$ cat config.mk
export PLATFORM = sky130hd
export DESIGN_NAME = bank_regs
export DESIGN_NICKNAME = d
export VERILOG_FILES = /design/src/design/bank_regs_pkg.sv /design/src/design/bank_regs.sv
export VERILOG_INCLUDE_DIRS = /design/src /design/src/design
export SDC_FILE = /design/constraint.sdc
export NUM_CORES = 1
export LEC_CHECK = 0
export ABC_CLOCK_PERIOD_IN_PS = 18050
export BUFFER_PORTS_ARGS = -buffer_cell sky130_fd_sc_hd__buf_2
export CAP_MARGIN = 20
export CELL_PAD_IN_SITES_DETAIL_PLACEMENT = 0
export CELL_PAD_IN_SITES_GLOBAL_PLACEMENT = 1
export CORE_ASPECT_RATIO = 1.1
export CORE_UTILIZATION = 42
export DETAILED_ROUTE_END_ITERATION = 12
export HOLD_SLACK_MARGIN = 0.12
export MAX_ROUTING_LAYER = met4
export PLACE_DENSITY = 0.8
export RECOVER_POWER = 25
export SLEW_MARGIN = 20
export SYNTH_ARGS = -nofsm -noshare
export SYNTH_HDL_FRONTEND = slang
export SYNTH_SLANG_ARGS = --single-unit
export TNS_END_PERCENT = 30
$ cat constraint.sdc
create_clock -name clock -period 18.05 [get_ports clock]
set_input_delay 3.61 -clock clock [delete_from_list [all_inputs] [get_ports clock]]
set_output_delay 3.61 -clock clock [all_outputs]
set_load 0.005 [all_outputs]
$ cat src/design/bank_regs_map.svh
// Register offsets, codes and reset values of the banked register space
`ifndef BANK_REGS_MAP_SVH
`define BANK_REGS_MAP_SVH

`define OFF_CHIP_VERSION_CODE      5'h00
`define OFF_ANALOG_LOOPBACK        5'h01
`define OFF_REMOTE_LOOPBACK        5'h02
`define OFF_TX_ALL_ONES_ENABLE     5'h03
`define OFF_SIGNAL_ABSENT_STATUS   5'h04
`define OFF_DRIVER_FAULT_STATUS    5'h05
`define OFF_SIGNAL_ABSENT_IRQ_EN   5'h06
`define OFF_DRIVER_FAULT_IRQ_EN    5'h07
`define OFF_SIGNAL_ABSENT_IRQ_STAT 5'h08
`define OFF_DRIVER_FAULT_IRQ_STAT  5'h09
`define OFF_SOFT_RESET             5'h0A
`define OFF_TESTER_MONITOR_CTRL    5'h0B
`define OFF_DIGITAL_LOOPBACK       5'h0C
`define OFF_ALARM_CRITERIA_SELECT  5'h0D
`define OFF_AUTO_ALL_ONES_SELECT   5'h0E
`define OFF_GLOBAL_CONFIG          5'h0F
`define OFF_TX_TEMPLATE_SELECT     5'h10
`define OFF_LINE_TEMPLATE_SELECT   5'h11
`define OFF_OUTPUT_ENABLE_CONFIG   5'h12
`define OFF_ALARM_IND_STATUS       5'h13
`define OFF_ALARM_IND_IRQ_EN       5'h14
`define OFF_ALARM_IND_IRQ_STAT     5'h15
`define OFF_BANK_POINTER           5'h1F

`define SET_BIT                    5

`define PTR_PRIMARY                8'h00
`define PTR_SECONDARY              8'hAA
`define PTR_INDIVIDUAL             8'h01
`define PTR_TESTER                 8'h02

`define REG_RESET                  8'h00
// Arbitrary value
`define CHIP_VERSION_DEFAULT       8'h5A

`endif

$ cat src/design/bank_regs_pkg.sv
// Types shared by the banked register space
package bank_regs_pkg;

    typedef enum logic [1:0] {
        port_nonmux = 2'b00,
        port_mux    = 2'b01,
        port_serial = 2'b10
    } port_mode_e;

    typedef enum logic [2:0] {
        bank_primary    = 3'b000,
        bank_secondary  = 3'b001,
        bank_individual = 3'b010,
        bank_tester     = 3'b011,
        bank_none       = 3'b100
    } bank_e;

    typedef struct packed {
        logic [7:0] analog_loopback;
        logic [7:0] remote_loopback;
        logic [7:0] tx_all_ones_enable;
        logic [7:0] tester_monitor_control;
        logic [7:0] digital_loopback;
        logic [7:0] alarm_criteria_select;
        logic [7:0] auto_all_ones_select;
        logic [7:0] global_config;
        logic [7:0] tx_template_select;
        logic [7:0] line_template_select;
        logic [7:0] output_enable_config;
    } set_ctrl_s;

    typedef struct packed {
        logic [7:0] signal_absent;
        logic [7:0] driver_fault;
        logic [7:0] alarm_indication;
    } set_status_s;

endpackage

$ cat src/design/bank_regs.sv
// Two banked register sets decoded from six host address bits
//
// Notes on behaviour
// Six address bits, source chosen by port mode
// Offsets 00-1F form lower set, channels 1-8
// Offsets 20-3F duplicate set for channels 9-16
// Four banks per set, one visible
// Lower pointer at 1F, always reachable
// Upper pointer at 3F selects upper banks
// Codes AA secondary, 01 individual, 02 tester
// Pointer 00 is primary, reset value 00
// Each set uses only its own pointer
// Signal-absent irq enable RW at 06/26
// Signal-absent irq status read-only at 08/28
// Driver-fault irq enable RW at 07/27
// Driver-fault irq status read-only at 09/29
// Alarm indication status read-only at 13/33
// Auto all-ones select RW at 0E/2E
// Tester monitor control RW at 0B/2B
// Reserved locations read zero, ignore writes
// Soft reset write restores that set
`timescale 1ns/10ps
`include "bank_regs_map.svh"

module bank_regs (
    // Clock and reset
    input  wire logic                          clock,
    input  wire logic                          reset_n,
    // Host port
    input  wire bank_regs_pkg::port_mode_e     port_mode,
    input  wire logic [5:0]                    addr_direct,
    input  wire logic [5:0]                    addr_shared,
    input  wire logic [6:0]                    addr_serial,
    input  wire logic                          wr_strobe,
    input  wire logic                          rd_strobe,
    input  wire logic [7:0]                    wr_data,
    output logic      [7:0]                    rd_data,
    // Line state per set
    input  wire bank_regs_pkg::set_status_s    line_status [2],
    // Controls and bank choice per set
    output bank_regs_pkg::set_ctrl_s           set_ctrl [2],
    output bank_regs_pkg::bank_e               bank_sel [2]
);

    logic              rst_meta_n;
    logic              rst_n;
    logic [5:0]        addr;
    logic [4:0]        offset;
    logic              set_idx;
    logic [7:0]        regs     [2][32];
    logic [7:0]        sa_irq   [2];
    logic [7:0]        df_irq   [2];
    logic [7:0]        ais_irq  [2];
    logic [7:0]        sa_prev  [2];
    logic [7:0]        df_prev  [2];
    logic [7:0]        ais_prev [2];
    logic [7:0]        next_rd_data;

    // Reset release through two flops
    always_ff @(posedge clock or negedge reset_n) begin
        if (!reset_n) begin
            rst_meta_n <= 1'b0;
            rst_n      <= 1'b0;
        end else begin
            rst_meta_n <= 1'b1;
            rst_n      <= rst_meta_n;
        end
    end

    // Address source per host port mode
    always_comb begin
        case (port_mode)
            bank_regs_pkg::port_nonmux: addr = addr_direct;
            bank_regs_pkg::port_mux:    addr = addr_shared;
            bank_regs_pkg::port_serial: addr = addr_serial[6:1];
            default:                    addr = addr_direct;
        endcase
    end

    assign offset  = addr[4:0];
    assign set_idx = addr[`SET_BIT];

    // Offsets that hold plain read/write storage in the primary bank
    function automatic logic primary_rw(input logic [4:0] off);
        case (off)
            `OFF_ANALOG_LOOPBACK, `OFF_REMOTE_LOOPBACK, `OFF_TX_ALL_ONES_ENABLE,
            `OFF_SIGNAL_ABSENT_IRQ_EN, `OFF_DRIVER_FAULT_IRQ_EN,
            `OFF_TESTER_MONITOR_CTRL, `OFF_DIGITAL_LOOPBACK,
            `OFF_ALARM_CRITERIA_SELECT, `OFF_AUTO_ALL_ONES_SELECT,
            `OFF_GLOBAL_CONFIG, `OFF_TX_TEMPLATE_SELECT, `OFF_LINE_TEMPLATE_SELECT,
            `OFF_OUTPUT_ENABLE_CONFIG, `OFF_ALARM_IND_IRQ_EN: primary_rw = 1'b1;
            default: primary_rw = 1'b0;
        endcase
    endfunction

    function automatic bank_regs_pkg::bank_e decode_bank(input logic [7:0] ptr);
        case (ptr)
            `PTR_PRIMARY:    decode_bank = bank_regs_pkg::bank_primary;
            `PTR_SECONDARY:  decode_bank = bank_regs_pkg::bank_secondary;
            `PTR_INDIVIDUAL: decode_bank = bank_regs_pkg::bank_individual;
            `PTR_TESTER:     decode_bank = bank_regs_pkg::bank_tester;
            default:         decode_bank = bank_regs_pkg::bank_none;
        endcase
    endfunction

    genvar s;
    generate
        for (s = 0; s < 2; s++) begin : g_set
            logic hit;
            logic primary;
            logic wr_hit;
            logic soft_rst;

            assign hit      = (set_idx == 1'(s));
            // Only this set's own pointer picks its bank
            assign bank_sel[s] = decode_bank(regs[s][`OFF_BANK_POINTER]);
            assign primary  = (bank_sel[s] == bank_regs_pkg::bank_primary);
            assign wr_hit   = wr_strobe && hit;
            assign soft_rst = wr_hit && primary && (offset == `OFF_SOFT_RESET);

            // Storage; the pointer is writable in every bank so software can always get back
            always_ff @(posedge clock or negedge rst_n) begin
                if (!rst_n) begin
                    for (int i = 0; i < 32; i++) begin
                        regs[s][i] <= `REG_RESET;
                    end
                end else if (soft_rst) begin
                    for (int i = 0; i < 32; i++) begin
                        regs[s][i] <= `REG_RESET;
                    end
                end else if (wr_hit && offset == `OFF_BANK_POINTER) begin
                    regs[s][`OFF_BANK_POINTER] <= wr_data;
                end else if (wr_hit && primary && primary_rw(offset)) begin
                    regs[s][offset] <= wr_data;
                end
            end

            // Sticky interrupt status: rising line state sets, a read clears, set wins
            always_ff @(posedge clock or negedge rst_n) begin
                if (!rst_n) begin
                    sa_prev[s]  <= `REG_RESET;
                    df_prev[s]  <= `REG_RESET;
                    ais_prev[s] <= `REG_RESET;
                    sa_irq[s]   <= `REG_RESET;
                    df_irq[s]   <= `REG_RESET;
                    ais_irq[s]  <= `REG_RESET;
                end else begin
                    sa_prev[s]  <= line_status[s].signal_absent;
                    df_prev[s]  <= line_status[s].driver_fault;
                    ais_prev[s] <= line_status[s].alarm_indication;
                    if (soft_rst) begin
                        sa_irq[s]  <= `REG_RESET;
                        df_irq[s]  <= `REG_RESET;
                        ais_irq[s] <= `REG_RESET;
                    end else begin
                        sa_irq[s]  <= ((rd_strobe && hit && primary && offset == `OFF_SIGNAL_ABSENT_IRQ_STAT)
                                       ? 8'h00 : sa_irq[s])
                                      | (line_status[s].signal_absent & ~sa_prev[s]);
                        df_irq[s]  <= ((rd_strobe && hit && primary && offset == `OFF_DRIVER_FAULT_IRQ_STAT)
                                       ? 8'h00 : df_irq[s])
                                      | (line_status[s].driver_fault & ~df_prev[s]);
                        ais_irq[s] <= ((rd_strobe && hit && primary && offset == `OFF_ALARM_IND_IRQ_STAT)
                                       ? 8'h00 : ais_irq[s])
                                      | (line_status[s].alarm_indication & ~ais_prev[s]);
                    end
                end
            end

            assign set_ctrl[s].analog_loopback        = regs[s][`OFF_ANALOG_LOOPBACK];
            assign set_ctrl[s].remote_loopback        = regs[s][`OFF_REMOTE_LOOPBACK];
            assign set_ctrl[s].tx_all_ones_enable     = regs[s][`OFF_TX_ALL_ONES_ENABLE];
            assign set_ctrl[s].tester_monitor_control = regs[s][`OFF_TESTER_MONITOR_CTRL];
            assign set_ctrl[s].digital_loopback       = regs[s][`OFF_DIGITAL_LOOPBACK];
            assign set_ctrl[s].alarm_criteria_select  = regs[s][`OFF_ALARM_CRITERIA_SELECT];
            assign set_ctrl[s].auto_all_ones_select   = regs[s][`OFF_AUTO_ALL_ONES_SELECT];
            assign set_ctrl[s].global_config          = regs[s][`OFF_GLOBAL_CONFIG];
            assign set_ctrl[s].tx_template_select     = regs[s][`OFF_TX_TEMPLATE_SELECT];
            assign set_ctrl[s].line_template_select   = regs[s][`OFF_LINE_TEMPLATE_SELECT];
            assign set_ctrl[s].output_enable_config   = regs[s][`OFF_OUTPUT_ENABLE_CONFIG];
        end
    endgenerate

    // Read mux; non-primary bank contents live outside this block and read as zero here
    always_comb begin
        next_rd_data = 8'h00;
        if (offset == `OFF_BANK_POINTER) begin
            next_rd_data = regs[set_idx][`OFF_BANK_POINTER];
        end else if (bank_sel[set_idx] == bank_regs_pkg::bank_primary) begin
            case (offset)
                `OFF_CHIP_VERSION_CODE:      next_rd_data = set_idx ? 8'h00 : `CHIP_VERSION_DEFAULT;
                `OFF_SIGNAL_ABSENT_STATUS:   next_rd_data = line_status[set_idx].signal_absent;
                `OFF_DRIVER_FAULT_STATUS:    next_rd_data = line_status[set_idx].driver_fault;
                `OFF_SIGNAL_ABSENT_IRQ_STAT: next_rd_data = sa_irq[set_idx];
                `OFF_DRIVER_FAULT_IRQ_STAT:  next_rd_data = df_irq[set_idx];
                `OFF_ALARM_IND_STATUS:       next_rd_data = line_status[set_idx].alarm_indication;
                `OFF_ALARM_IND_IRQ_STAT:     next_rd_data = ais_irq[set_idx];
                default:                     next_rd_data = primary_rw(offset) ? regs[set_idx][offset] : 8'h00;
            endcase
        end
    end

    // Read data held until the next read
    always_ff @(posedge clock or negedge rst_n) begin
        if (!rst_n) begin
            rd_data <= 8'h00;
        end else if (rd_strobe) begin
            rd_data <= next_rd_data;
        end
    end
endmodule

==> impl_metrics.py, run 1 <==
metrics = {
    "timing": {
        "slew_headroom_pct": -147,
        "fin_crit_ns": 8.17,
        "setup_viol_count_final": 0,
        "max_freq_mhz": 122,
        "worst_slew_pin_slew_ns": 3.70,
        "tns_ns": 0,
        "finalClockSkew_ns": 0.0509,
        "rsz0062_at_grt": "false",
        "timing.final.crit_share_pct": 45.3,
        "final-hold-violation-count": 0,
        "drv_slew": 183,
    },
    "drt": {
        "routedWlPerCell_um": 26.6,
        "postRouteAntennaNets": 0,
        "via_count": 21500,
        "viasPerCell": 6.13,
        "wl_um": 93200,
        "drt_iter0_drc": 2316,
        "route.detailed.drc": 0,
        "dr.pass1.iters": 6,
    },
    "die": {
        "io_pins": 271,
        "die_w_um": 244,
        "start_util_pct": 42.6,
        "coreArea_mm2": 0.0637,
        "rows": 97,
        "die-area_mm2": 0.0656,
        "fp.dieH_um": 269,
    },
    "logic_synthesis": {
        "syn_nets": 2703,
        "synth_area_leaders": "dfrtp_1, mux4_2, buf_4, nor2b_1, o21ai_0",
        "synth_edf_count": 0,
        "avgSynthCellArea_um2": 10.4,
        "syn_area_mm2": 0.0271,
        "syn_inst": 2620,
        "synth_most_common_cell": "dfrtp_1",
        "synth-main-ff-cell": "dfrtp_1",
        "synth_seq_area_share_pct": 52.4,
        "yosysUniqueCellTypes": 65,
        "ys_warn_count": 0,
        "synth_top_area_cell": "dfrtp_1",
        "ys_seq_elements": 568,
        "async_flop_share_pct": 100,
        "synth_common_cells": "dfrtp_1, nand2_1, buf_4",
        "netlist.area_leader.share_pct": 52.4,
    },
    "setup_path": {
        "timing.rr.end": "sa_prev[11]",
        "cp-startpoint": "port_mode[0]",
        "r2r-start": "rst_n",
        "arrival_ns": 8.65,
        "cp.required_ns": 18.53,
        "path_common_cell": "buf_4",
        "crit_slowest_cell": "and4_4",
        "cp_max_fo": 84,
        "path_cells": "buf_2, inv_1, ha_1, a221o_1, buf_4, nand2_2, buf_4, nor2_1, and4_4, buf_4, nor2b_1",
        "reg2reg_slack_ns": 12.08,
        "critPathMaxStageDelay_ns": 1.05,
        "end_kind": "flip-flop",
        "critPathKind": "in2reg",
        "reg2reg_depth": 2,
        "cp-start-kind": "input pin",
    },
    "min_path": {
        "hp-start": "rst_meta_n",
        "hold_path_class": "reg2reg",
        "hold_depth": 0,
        "holdPathEnd": "rst_n",
    },
    "power": {
        "p_leak_nw": 13.7,
        "power_density_mw_per_mm2": 117,
        "peakVddDrop_mv": 0.0870,
    },
    "global_routing": {
        "grt_max_degree": 188,
        "grt_pass1_vias": 20800,
        "gr-total-overflow": 0,
        "track_usage_pct": 29.0,
        "antenna_found_initial": 3,
        "grt_pass1_wl_um": 138000,
    },
    "cts": {
        "cts_resized": 0,
        "cts_tree": "built",
        "cts_buffer_depth": 3,
        "clock_latency_ns": 0.66,
        "numCtsBuffers": 60,
        "postCtsSetupRepairBufs": 0,
        "root_buffer": "clkbuf_16",
        "htreeDepth": 2,
        "clock-sinks": 568,
        "hold_buffers": 0,
        "path_clk_slew_ns": 0.06,
    },
    "final_layout": {
        "syn_to_final_growth_pct": 9.68,
        "finish.utilization_pct": 46.7,
        "drive_above_1_share_pct": 19.4,
        "nNetsFinal": 2691,
    },
    "job": {
        "drv_cap": 3,
    },
    "run_status": {
        "outcome": "finished with violations",
        "violations": "capacitance limit, slew limit",
    },
    "placed_design": {
        "gp_congestion": 0.931,
        "hpwl_um": 60500,
        "portBuffers": 269,
    },
}
worst max-delay path: cells and delay by family:
kind / cells / cell delay [ns]
AOI/OAI and AO/OA: 1 / 0.25
adders and majority gates: 1 / 0.52
and+or+nand+nor: 4 / 2.23
buffers and inverters: 5 / 1.91
per-stage QoR:
stage / instance area [µm²] / worst slack, ns / power (W) / instances / hold WS [ns]
3_3_place_gp: 27700 / 9.42 / 0.00220 / 3385 / 0.340
3_5_place_dp: 27800 / 9.33 / 0.00222 / 3385 / 0.347
4_1_cts: 29700 / 9.99 / 0.00347 / 3494 / 0.360
5_1_grt: 29800 / 9.76 / 0.00359 / 3499 / 0.365
6_report: 29800 / 9.88 / 0.00347 / 3501 / 0.358
2_1_floorplan: 27100 / 1.05 / 0.00199 / 2620 / 0.331
worst max-delay path by stage:
stage | end | slack [ns] | depth (start not counted)
after detailed placement | set_ctrl[141] | 9.33 | 11
after global routing | set_ctrl[134] | 9.76 | 11
final | regs[443] | 9.88 | 11
after CTS | regs[443] | 9.99 | 11
after global placement | rd_data[3] | 9.42 | 14
after floorplan | ais_irq[0] | 1.05 | 0
flip-flops by register name (all words and copies together) (netlist names):
signal,cells
df_irq,16
ais_prev,16
df_prev,16
ais_irq,16
rst_n,1
sa_irq,16
rd_data,8
regs,286
rst_meta_n,1
set_ctrl,176
sa_prev,16
cell usage in the layout (no fill, tap or decap), drive strengths merged, types with 18 or more instances in the layout:
master,netlist,routed
o21ai,210,210
nor2,131,131
mux2,18,18
a31oi,27,27
nand3,162,162
and3,38,38
a211oi,36,36
a22oi,19,19
dfrtp,568,568
mux4,67,67
clkbuf,152,95
mux2i,79,79
nor3,23,23
a21oi,155,155
nand2,236,236
buf,241,316
and2,113,113
a221oi,28,28
o22ai,21,21
nor2b,162,162
routing by layer:
metal / part of all wire, % / track usage, % / wire, µm
met2: 46 / 43.6 / 42700
met3: 9.8 / 6.14 / 9120
met1: 40 / 38.3 / 37700
met5: 0 / - / 0
met4: 4.0 / 11.5 / 3700
cell families after synthesis:
logic type,count (synthesis),synth area share [%]
mux,164,9.22
compound gates,560,12.4
buf+inv,400,8.32
fa+ha+maj,2,0.0922
other cells,1,0.0138
flops,568,52.4
xor+xnor,2,0.0646
simple gates,923,17.5
power breakdown:
part           internal, W  leakage [nW]  total [W]  switching (W)
Combinational     0.000252          5.27   0.000687       0.000436
Sequential         0.00140          7.50    0.00153       0.000124
Clock             0.000727         0.951    0.00126       0.000529
Total              0.00238          13.7    0.00347        0.00109
area by class of cell:
class	count	area [µm²]
Multi-Input combinational cell	1652	10700
Antenna cell	5	12.5
Fill cell	5821	34000
Sequential cell	568	14200
Timing Repair Buffer	319	1760
Clock buffer	92	1680
Clock inverter	17	282
Tap cell	841	1050
Inverter	7	26.3
Note: power is estimated with default switching activity, not from simulation.
==> run 2, diff against run 1 <==
--- a/config.mk
+++ b/config.mk
@@ -6,7 +6,7 @@
 export SDC_FILE = /design/constraint.sdc
 export NUM_CORES = 1
 export LEC_CHECK = 0
-export ABC_CLOCK_PERIOD_IN_PS = 18050
+export ABC_CLOCK_PERIOD_IN_PS = 7300
 export BUFFER_PORTS_ARGS = -buffer_cell sky130_fd_sc_hd__buf_2
 export CAP_MARGIN = 20
 export CELL_PAD_IN_SITES_DETAIL_PLACEMENT = 0
==> constraint.sdc (replaced) <==
create_clock -name clock -period 7.3 [get_ports clock]
set_input_delay 1.46 -clock clock [delete_from_list [all_inputs] [get_ports clock]]
set_output_delay 1.46 -clock clock [all_outputs]
set_load 0.005 [all_outputs]
==> impl_metrics.py, run 2 (same netlist as run 1, synthesis figures left out) <==
metrics = {
    "setup_path": {
        "reg2reg_slack_ns": 2.44,
        "cp.required_ns": 7.79,
        "crit_buf_inv": 2,
        "cp-startpoint": "port_mode[0]",
        "timing.rr.end": "regs[355]",
        "path_delay_family": "simple AND/OR/NAND/NOR gates",
        "path_cells": "buf_2, inv_1, ha_1, nor2b_1, or2_4, and3_1, nand3_4, nor4_4, mux2i_1, nor2_1",
        "reg2reg_depth": 1,
        "arrival_ns": 5.73,
        "critPathMaxStageDelay_ns": 0.86,
        "cp_max_fo": 43,
        "cp-start-kind": "input pin",
        "end_kind": "flip-flop",
        "crit_slowest_cell": "nor4_4",
        "critPathKind": "in2reg",
        "r2r-start": "rst_n",
    },
    "cts": {
        "path_clk_slew_ns": 0.06,
        "clock_latency_ns": 0.64,
        "postCtsSetupRepairBufs": 0,
        "clock-sinks": 568,
        "hold_buffers": 0,
        "root_buffer": "clkbuf_16",
        "numCtsBuffers": 59,
        "htreeDepth": 2,
        "cts_resized": 0,
        "cts_buffer_depth": 3,
        "cts_tree": "built",
    },
    "timing": {
        "timing.final.crit_share_pct": 71.7,
        "final-hold-violation-count": 0,
        "max_freq_mhz": 191,
        "fin_crit_ns": 5.23,
        "drv_slew": 324,
        "tns_ns": 0,
        "slew_headroom_pct": -148,
        "rsz0062_at_grt": "false",
        "finalClockSkew_ns": 0.0308,
        "setup_viol_count_final": 0,
        "worst_slew_pin_slew_ns": 3.72,
        "whs_ns": 0.344,
    },
    "final_layout": {
        "top_register": "regs",
        "fin_area_mm2": 0.0301,
        "largest_reg_flops": 286,
        "final_cell_mix": "dfrtp_1, nand2_1, buf_2",
        "drive_above_1_share_pct": 18.6,
        "finish.utilization_pct": 47.3,
        "syn_to_final_growth_pct": 11.0,
        "nNetsFinal": 2712,
        "mostFrequentLayoutCell": "dfrtp_1",
    },
    "global_routing": {
        "use_met3_pct": 5.92,
        "gr-total-overflow": 0,
        "track_usage_pct": 29.2,
        "grt_use_met1_pct": 39.2,
        "grt_pass1_wl_um": 139000,
        "grt_max_degree": 143,
        "antenna_found_initial": 2,
        "gr-usage-met2_pct": 43.0,
        "grt_pass1_vias": 20700,
        "top_usage_layer": "met2",
    },
    "die": {
        "die-area_mm2": 0.0656,
        "fp.dieH_um": 269,
        "start_util_pct": 42.6,
        "io_pins": 271,
        "rows": 97,
        "coreArea_mm2": 0.0637,
        "die_w_um": 244,
    },
    "drt": {
        "dr.pass1.iters": 6,
        "postRouteAntennaNets": 0,
        "wl_um": 93700,
        "drt_iter0_drc": 2295,
        "routedWlPerCell_um": 26.6,
        "route.detailed.drc": 0,
        "via_count": 21300,
        "viasPerCell": 6.06,
    },
    "power": {
        "power_density_mw_per_mm2": 295,
        "p_leak_nw": 13.8,
        "switching_share_pct": 30.4,
        "pwr-share-clk_pct": 38.4,
        "p_seq_share_pct": 42.5,
        "peakVddDrop_mv": 0.222,
        "internal-power_w": 0.00620,
        "switchingPower_w": 0.00270,
        "combPwrFrac_pct": 19.2,
    },
    "min_path": {
        "hold_path_class": "reg2reg",
        "holdPathEnd": "rst_n",
        "hp-start": "rst_meta_n",
        "hold_depth": 0,
    },
    "job": {
        "drv_cap": 3,
    },
    "run_status": {
        "violations": "capacitance limit, slew limit",
        "outcome": "finished with violations",
    },
    "placed_design": {
        "portBuffers": 269,
        "dpl_cell_area_mm2": 0.0280,
        "gp_congestion": 0.953,
        "hpwl_um": 62600,
    },
}
==> run 2: cell count changes in the layout (fill, tap and decap cells not counted), sizes merged <==
cell	previous run	this run
clkbuf	95	133
buf	316	289
bufinv	6	14
diode	5	2
inv	9	11
clkinvlp	1	0
==> run 2: area by class of cell <==
type,instances,area (µm²)
diodes,2,5.00
clock inverters,26,509
flip-flops and latches,568,14200
multi-input cells,1652,10700
clock buffers,81,1670
inverters,7,26.3
repair buffers,341,1930
well taps,841,1050
fillers,5816,33600
==> run 2: how the worst max path moves through the flow <==
stage / end / slack [ns] / depth (start not counted)
CTS: set_ctrl[98] / 2.16 / 10
finish: set_ctrl[98] / 2.07 / 10
global placement: set_ctrl[99] / 1.60 / 10
global route: set_ctrl[31] / 1.68 / 2
floorplan: ais_irq[0] / 1.78 / 0
detailed placement: set_ctrl[96] / 1.50 / 10
==> run 2: layer usage <==
metal  vias to the layer above  share of wire, %
met4                         0               4.6
met3                       225               9.5
met2                      1153                45
li1                       9045                 -
met5                         -                 0
met1                     10900                41
==> run 2: power groups by stage <==
stage / clock network [W] / registers (W) / logic [W]
final: 0.00341 / 0.00378 / 0.00171
after global routing: 0.00357 / 0.00381 / 0.00183
after CTS: 0.00344 / 0.00376 / 0.00169
after detailed placement: 0 / 0.00382 / 0.00168
after global placement: 0 / 0.00380 / 0.00166
after floorplan: 0 / 0.00373 / 0.00118
==> run 2: stage by stage <==
step	worst slack, ns	cells	power, W
after floorplan	1.78	2620	0.00490
after global placement	1.60	3409	0.00546
after detailed placement	1.50	3409	0.00550
after CTS	2.16	3516	0.00890
after global routing	1.68	3517	0.00921
final	2.07	3518	0.00890
==> run 3, diff against run 2 <==
--- a/config.mk
+++ b/config.mk
@@ -6,17 +6,18 @@
 export SDC_FILE = /design/constraint.sdc
 export NUM_CORES = 1
 export LEC_CHECK = 0
-export ABC_CLOCK_PERIOD_IN_PS = 7300
+export ABC_AREA = 1
+export ABC_CLOCK_PERIOD_IN_PS = 4900
 export BUFFER_PORTS_ARGS = -buffer_cell sky130_fd_sc_hd__buf_2
 export CAP_MARGIN = 20
 export CELL_PAD_IN_SITES_DETAIL_PLACEMENT = 0
 export CELL_PAD_IN_SITES_GLOBAL_PLACEMENT = 1
 export CORE_ASPECT_RATIO = 1.1
-export CORE_UTILIZATION = 42
+export CORE_UTILIZATION = 44
 export DETAILED_ROUTE_END_ITERATION = 12
 export HOLD_SLACK_MARGIN = 0.12
 export MAX_ROUTING_LAYER = met4
-export PLACE_DENSITY = 0.8
+export PLACE_DENSITY = 0.83
 export RECOVER_POWER = 25
 export SLEW_MARGIN = 20
 export SYNTH_ARGS = -nofsm -noshare
==> constraint.sdc (replaced) <==
create_clock -name clock -period 4.9 [get_ports clock]
set_input_delay 0.98 -clock clock [delete_from_list [all_inputs] [get_ports clock]]
set_output_delay 0.98 -clock clock [all_outputs]
set_load 0.005 [all_outputs]
==> impl_metrics.py, run 3 <==
metrics = {
    "run_status": {
        "outcome": "finished with violations",
        "violations": "capacitance limit, slew limit",
    },
    "power": {
        "p_seq_share_pct": 44.4,
        "switchingPower_w": 0.00289,
        "p_leak_nw": 14.8,
        "pwr-share-clk_pct": 43.1,
        "combPwrFrac_pct": 12.6,
        "power_density_mw_per_mm2": 356,
        "switching_share_pct": 27.8,
        "total_power_w": 0.0104,
        "internal-power_w": 0.00752,
        "peakVddDrop_mv": 0.315,
    },
    "timing": {
        "finalClockSkew_ns": 0.0297,
        "setup_viol_count_final": 0,
        "tns_ns": 0,
        "max_freq_mhz": 258,
        "worst_slew_pin_slew_ns": 2.46,
        "slew_headroom_pct": -64.3,
        "fin_crit_ns": 3.87,
        "final-hold-violation-count": 0,
        "drv_slew": 405,
        "timing.final.crit_share_pct": 79.0,
        "rsz0062_at_grt": "false",
    },
    "logic_synthesis": {
        "ys_warn_count": 0,
        "syn_nets": 3377,
        "avgSynthCellArea_um2": 8.08,
        "syn_area_mm2": 0.0266,
        "yosysUniqueCellTypes": 45,
        "netlist.area_leader.share_pct": 51.5,
        "synth_seq_area_share_pct": 51.5,
        "synth_edf_count": 0,
        "synth_top_area_cell": "dfrtp_1",
        "synth_most_common_cell": "nand2_1",
        "synth_common_cells": "nand2_1, dfrtp_1, nor2_1",
        "syn_inst": 3294,
        "ys_seq_elements": 548,
        "synth_area_leaders": "dfrtp_1, nand2_1, nand3_1, buf_4, nor2_1",
        "async_flop_share_pct": 100,
        "synth-main-ff-cell": "dfrtp_1",
    },
    "placed_design": {
        "gp_congestion": 0.850,
        "hpwl_um": 53600,
        "portBuffers": 269,
        "dp.cells": 4036,
    },
    "final_layout": {
        "finish.utilization_pct": 49.0,
        "top_register": "regs",
        "syn_to_final_growth_pct": 10.0,
        "largest_reg_flops": 266,
        "mostFrequentLayoutCell": "nand2_1",
        "finalNonFillerCells": 4143,
        "final_cell_mix": "nand2_1, dfrtp_1, nor2_1",
        "antennaDiodeCount": 0,
        "drive_above_1_share_pct": 13.3,
        "nNetsFinal": 3412,
    },
    "setup_path": {
        "critPathMaxStageDelay_ns": 0.67,
        "path_cells": "buf_2, inv_1, ha_1, inv_2, or2_0, nand2_1, nand2_1, buf_4, a21oi_2, nor3_4, inv_2, nand2_1, nand2_1, o21ai_1, nand2_1, o21ai_0",
        "end_kind": "flip-flop",
        "path_delay_family": "simple AND/OR/NAND/NOR gates",
        "crit_slowest_cell": "o21ai_1",
        "arrival_ns": 4.44,
        "reg2reg_slack_ns": 1.15,
        "timing.rr.end": "regs[92]",
        "path_common_cell": "nand2_1",
        "critPathKind": "in2reg",
        "cp-start-kind": "input pin",
        "r2r-start": "rst_n",
        "reg2reg_depth": 2,
        "cp_max_fo": 13,
        "cp.required_ns": 5.47,
        "crit_buf_inv": 5,
    },
    "job": {
        "drv_cap": 4,
    },
    "cts": {
        "clock-sinks": 548,
        "clock_latency_ns": 0.65,
        "htreeDepth": 2,
        "cts_buffer_depth": 3,
        "root_buffer": "clkbuf_16",
        "cts_tree": "built",
        "path_clk_slew_ns": 0.06,
        "numCtsBuffers": 58,
    },
    "drt": {
        "drt_iter0_drc": 2116,
        "dr.pass1.iters": 5,
        "route.detailed.drc": 0,
        "wl_um": 83000,
        "viasPerCell": 5.29,
        "postRouteAntennaNets": 0,
        "routedWlPerCell_um": 20.0,
        "via_count": 21900,
    },
    "global_routing": {
        "track_usage_pct": 27.9,
        "grt_max_degree": 178,
        "grt_pass1_vias": 21200,
        "gr-total-overflow": 0,
        "grt_pass1_wl_um": 127000,
        "antenna_found_initial": 0,
    },
    "die": {
        "die-area_mm2": 0.0615,
        "rows": 94,
        "io_pins": 271,
        "start_util_pct": 44.6,
        "coreArea_mm2": 0.0597,
        "die_w_um": 237,
        "fp.dieH_um": 260,
    },
    "min_path": {
        "hold_path_class": "reg2async",
    },
}
==> run 3: cell count changes after synthesis, sizes merged, moves of 43 or more <==
cell    change
buf        +43
a21oi     -110
inv       +321
o21ai     +100
clkbuf     -78
and2      -113
nand2     +597
o211ai     +54
nor2      +231
nor2b     -162
mux2i      -71
mux4       -67
nand3     +149
==> run 3: through the flow <==
step	area (µm²)	setup WS [ns]	hold WS, ns
after floorplan	26600	-0.428	0.331
final	29300	1.03	0.328
after global placement	27400	0.467	0.221
after detailed placement	27400	0.425	0.221
after global routing	29300	0.480	0.377
after CTS	29400	1.06	0.228
==> run 3: kinds of logic after synthesis <==
group	Yosys count	share of synthesized area, %
AO/OA/AOI/OAI	470	10.2
adder cells (fa/ha/maj)	2	0.0940
buffers and inverters	687	13.0
flip-flops	548	51.5
multiplexers	8	0.301
other	1	0.0141
AND/OR/NAND/NOR	1578	24.9
==> run 3: area by class of cell <==
| class | count | area, µm² |
|---|---|---|
| fill | 5946 | 30500 |
| sequential | 548 | 13700 |
| multi-input combinational | 2059 | 9510 |
| timing repair buffer | 333 | 1930 |
| clock buffer | 95 | 1800 |
| inverter | 329 | 1240 |
| tap | 768 | 961 |
| clock inverter | 11 | 128 |
==> run 3: power by group through the flow <==
stage | Sequential (W) | Combinational [W] | Clock [W]
after floorplan | 0.00476 | 0.000751 | 0
after global placement | 0.00470 | 0.00131 | 0
after detailed placement | 0.00470 | 0.00131 | 0
after CTS | 0.00462 | 0.00132 | 0.00456
after global routing | 0.00462 | 0.00143 | 0.00472
final | 0.00462 | 0.00131 | 0.00449
==> run 3: how the worst max path moves through the flow <==
stage	to	depth (start not counted)	startpoint	slack, ns
2_1_floorplan	ais_irq[0]	0	rst_n	-0.43
6_report	set_ctrl[2]	16	port_mode[0]	1.03
5_1_grt	regs[92]	2	rst_n	0.48
3_3_place_gp	set_ctrl[21]	16	port_mode[0]	0.47
4_1_cts	set_ctrl[23]	16	port_mode[0]	1.06
3_5_place_dp	set_ctrl[23]	16	port_mode[0]	0.42
==> run 3: worst register-to-register path: cells and delay by family (launching register included) <==
| family | cells | cell delay, ns |
|---|---|---|
| buffers and inverters | 2 | 2.71 |
| flip-flops | 1 | 0.85 |
==> run 3: layer usage <==
| metal | wire length (µm) | vias to the layer above | GRT usage, % | share of wire [%] |
|---|---|---|---|---|
| met5 | 0 | - | - | 0 |
| met1 | 35800 | 10600 | 36.9 | 43 |
| met4 | 2620 | 0 | 9.79 | 3.2 |
| met2 | 38800 | 781 | 43.0 | 47 |
| met3 | 5830 | 163 | 4.87 | 7.0 |
| li1 | - | 10400 | - | - |
==> run 3: timing repair <==
| action | CTS | global route |
|---|---|---|
| setup buffers | 0 | 0 |
| hold buffers | 1 | 0 |
| hold endpoints to repair | 2 | 0 |
| gates resized for setup | 0 | 0 |
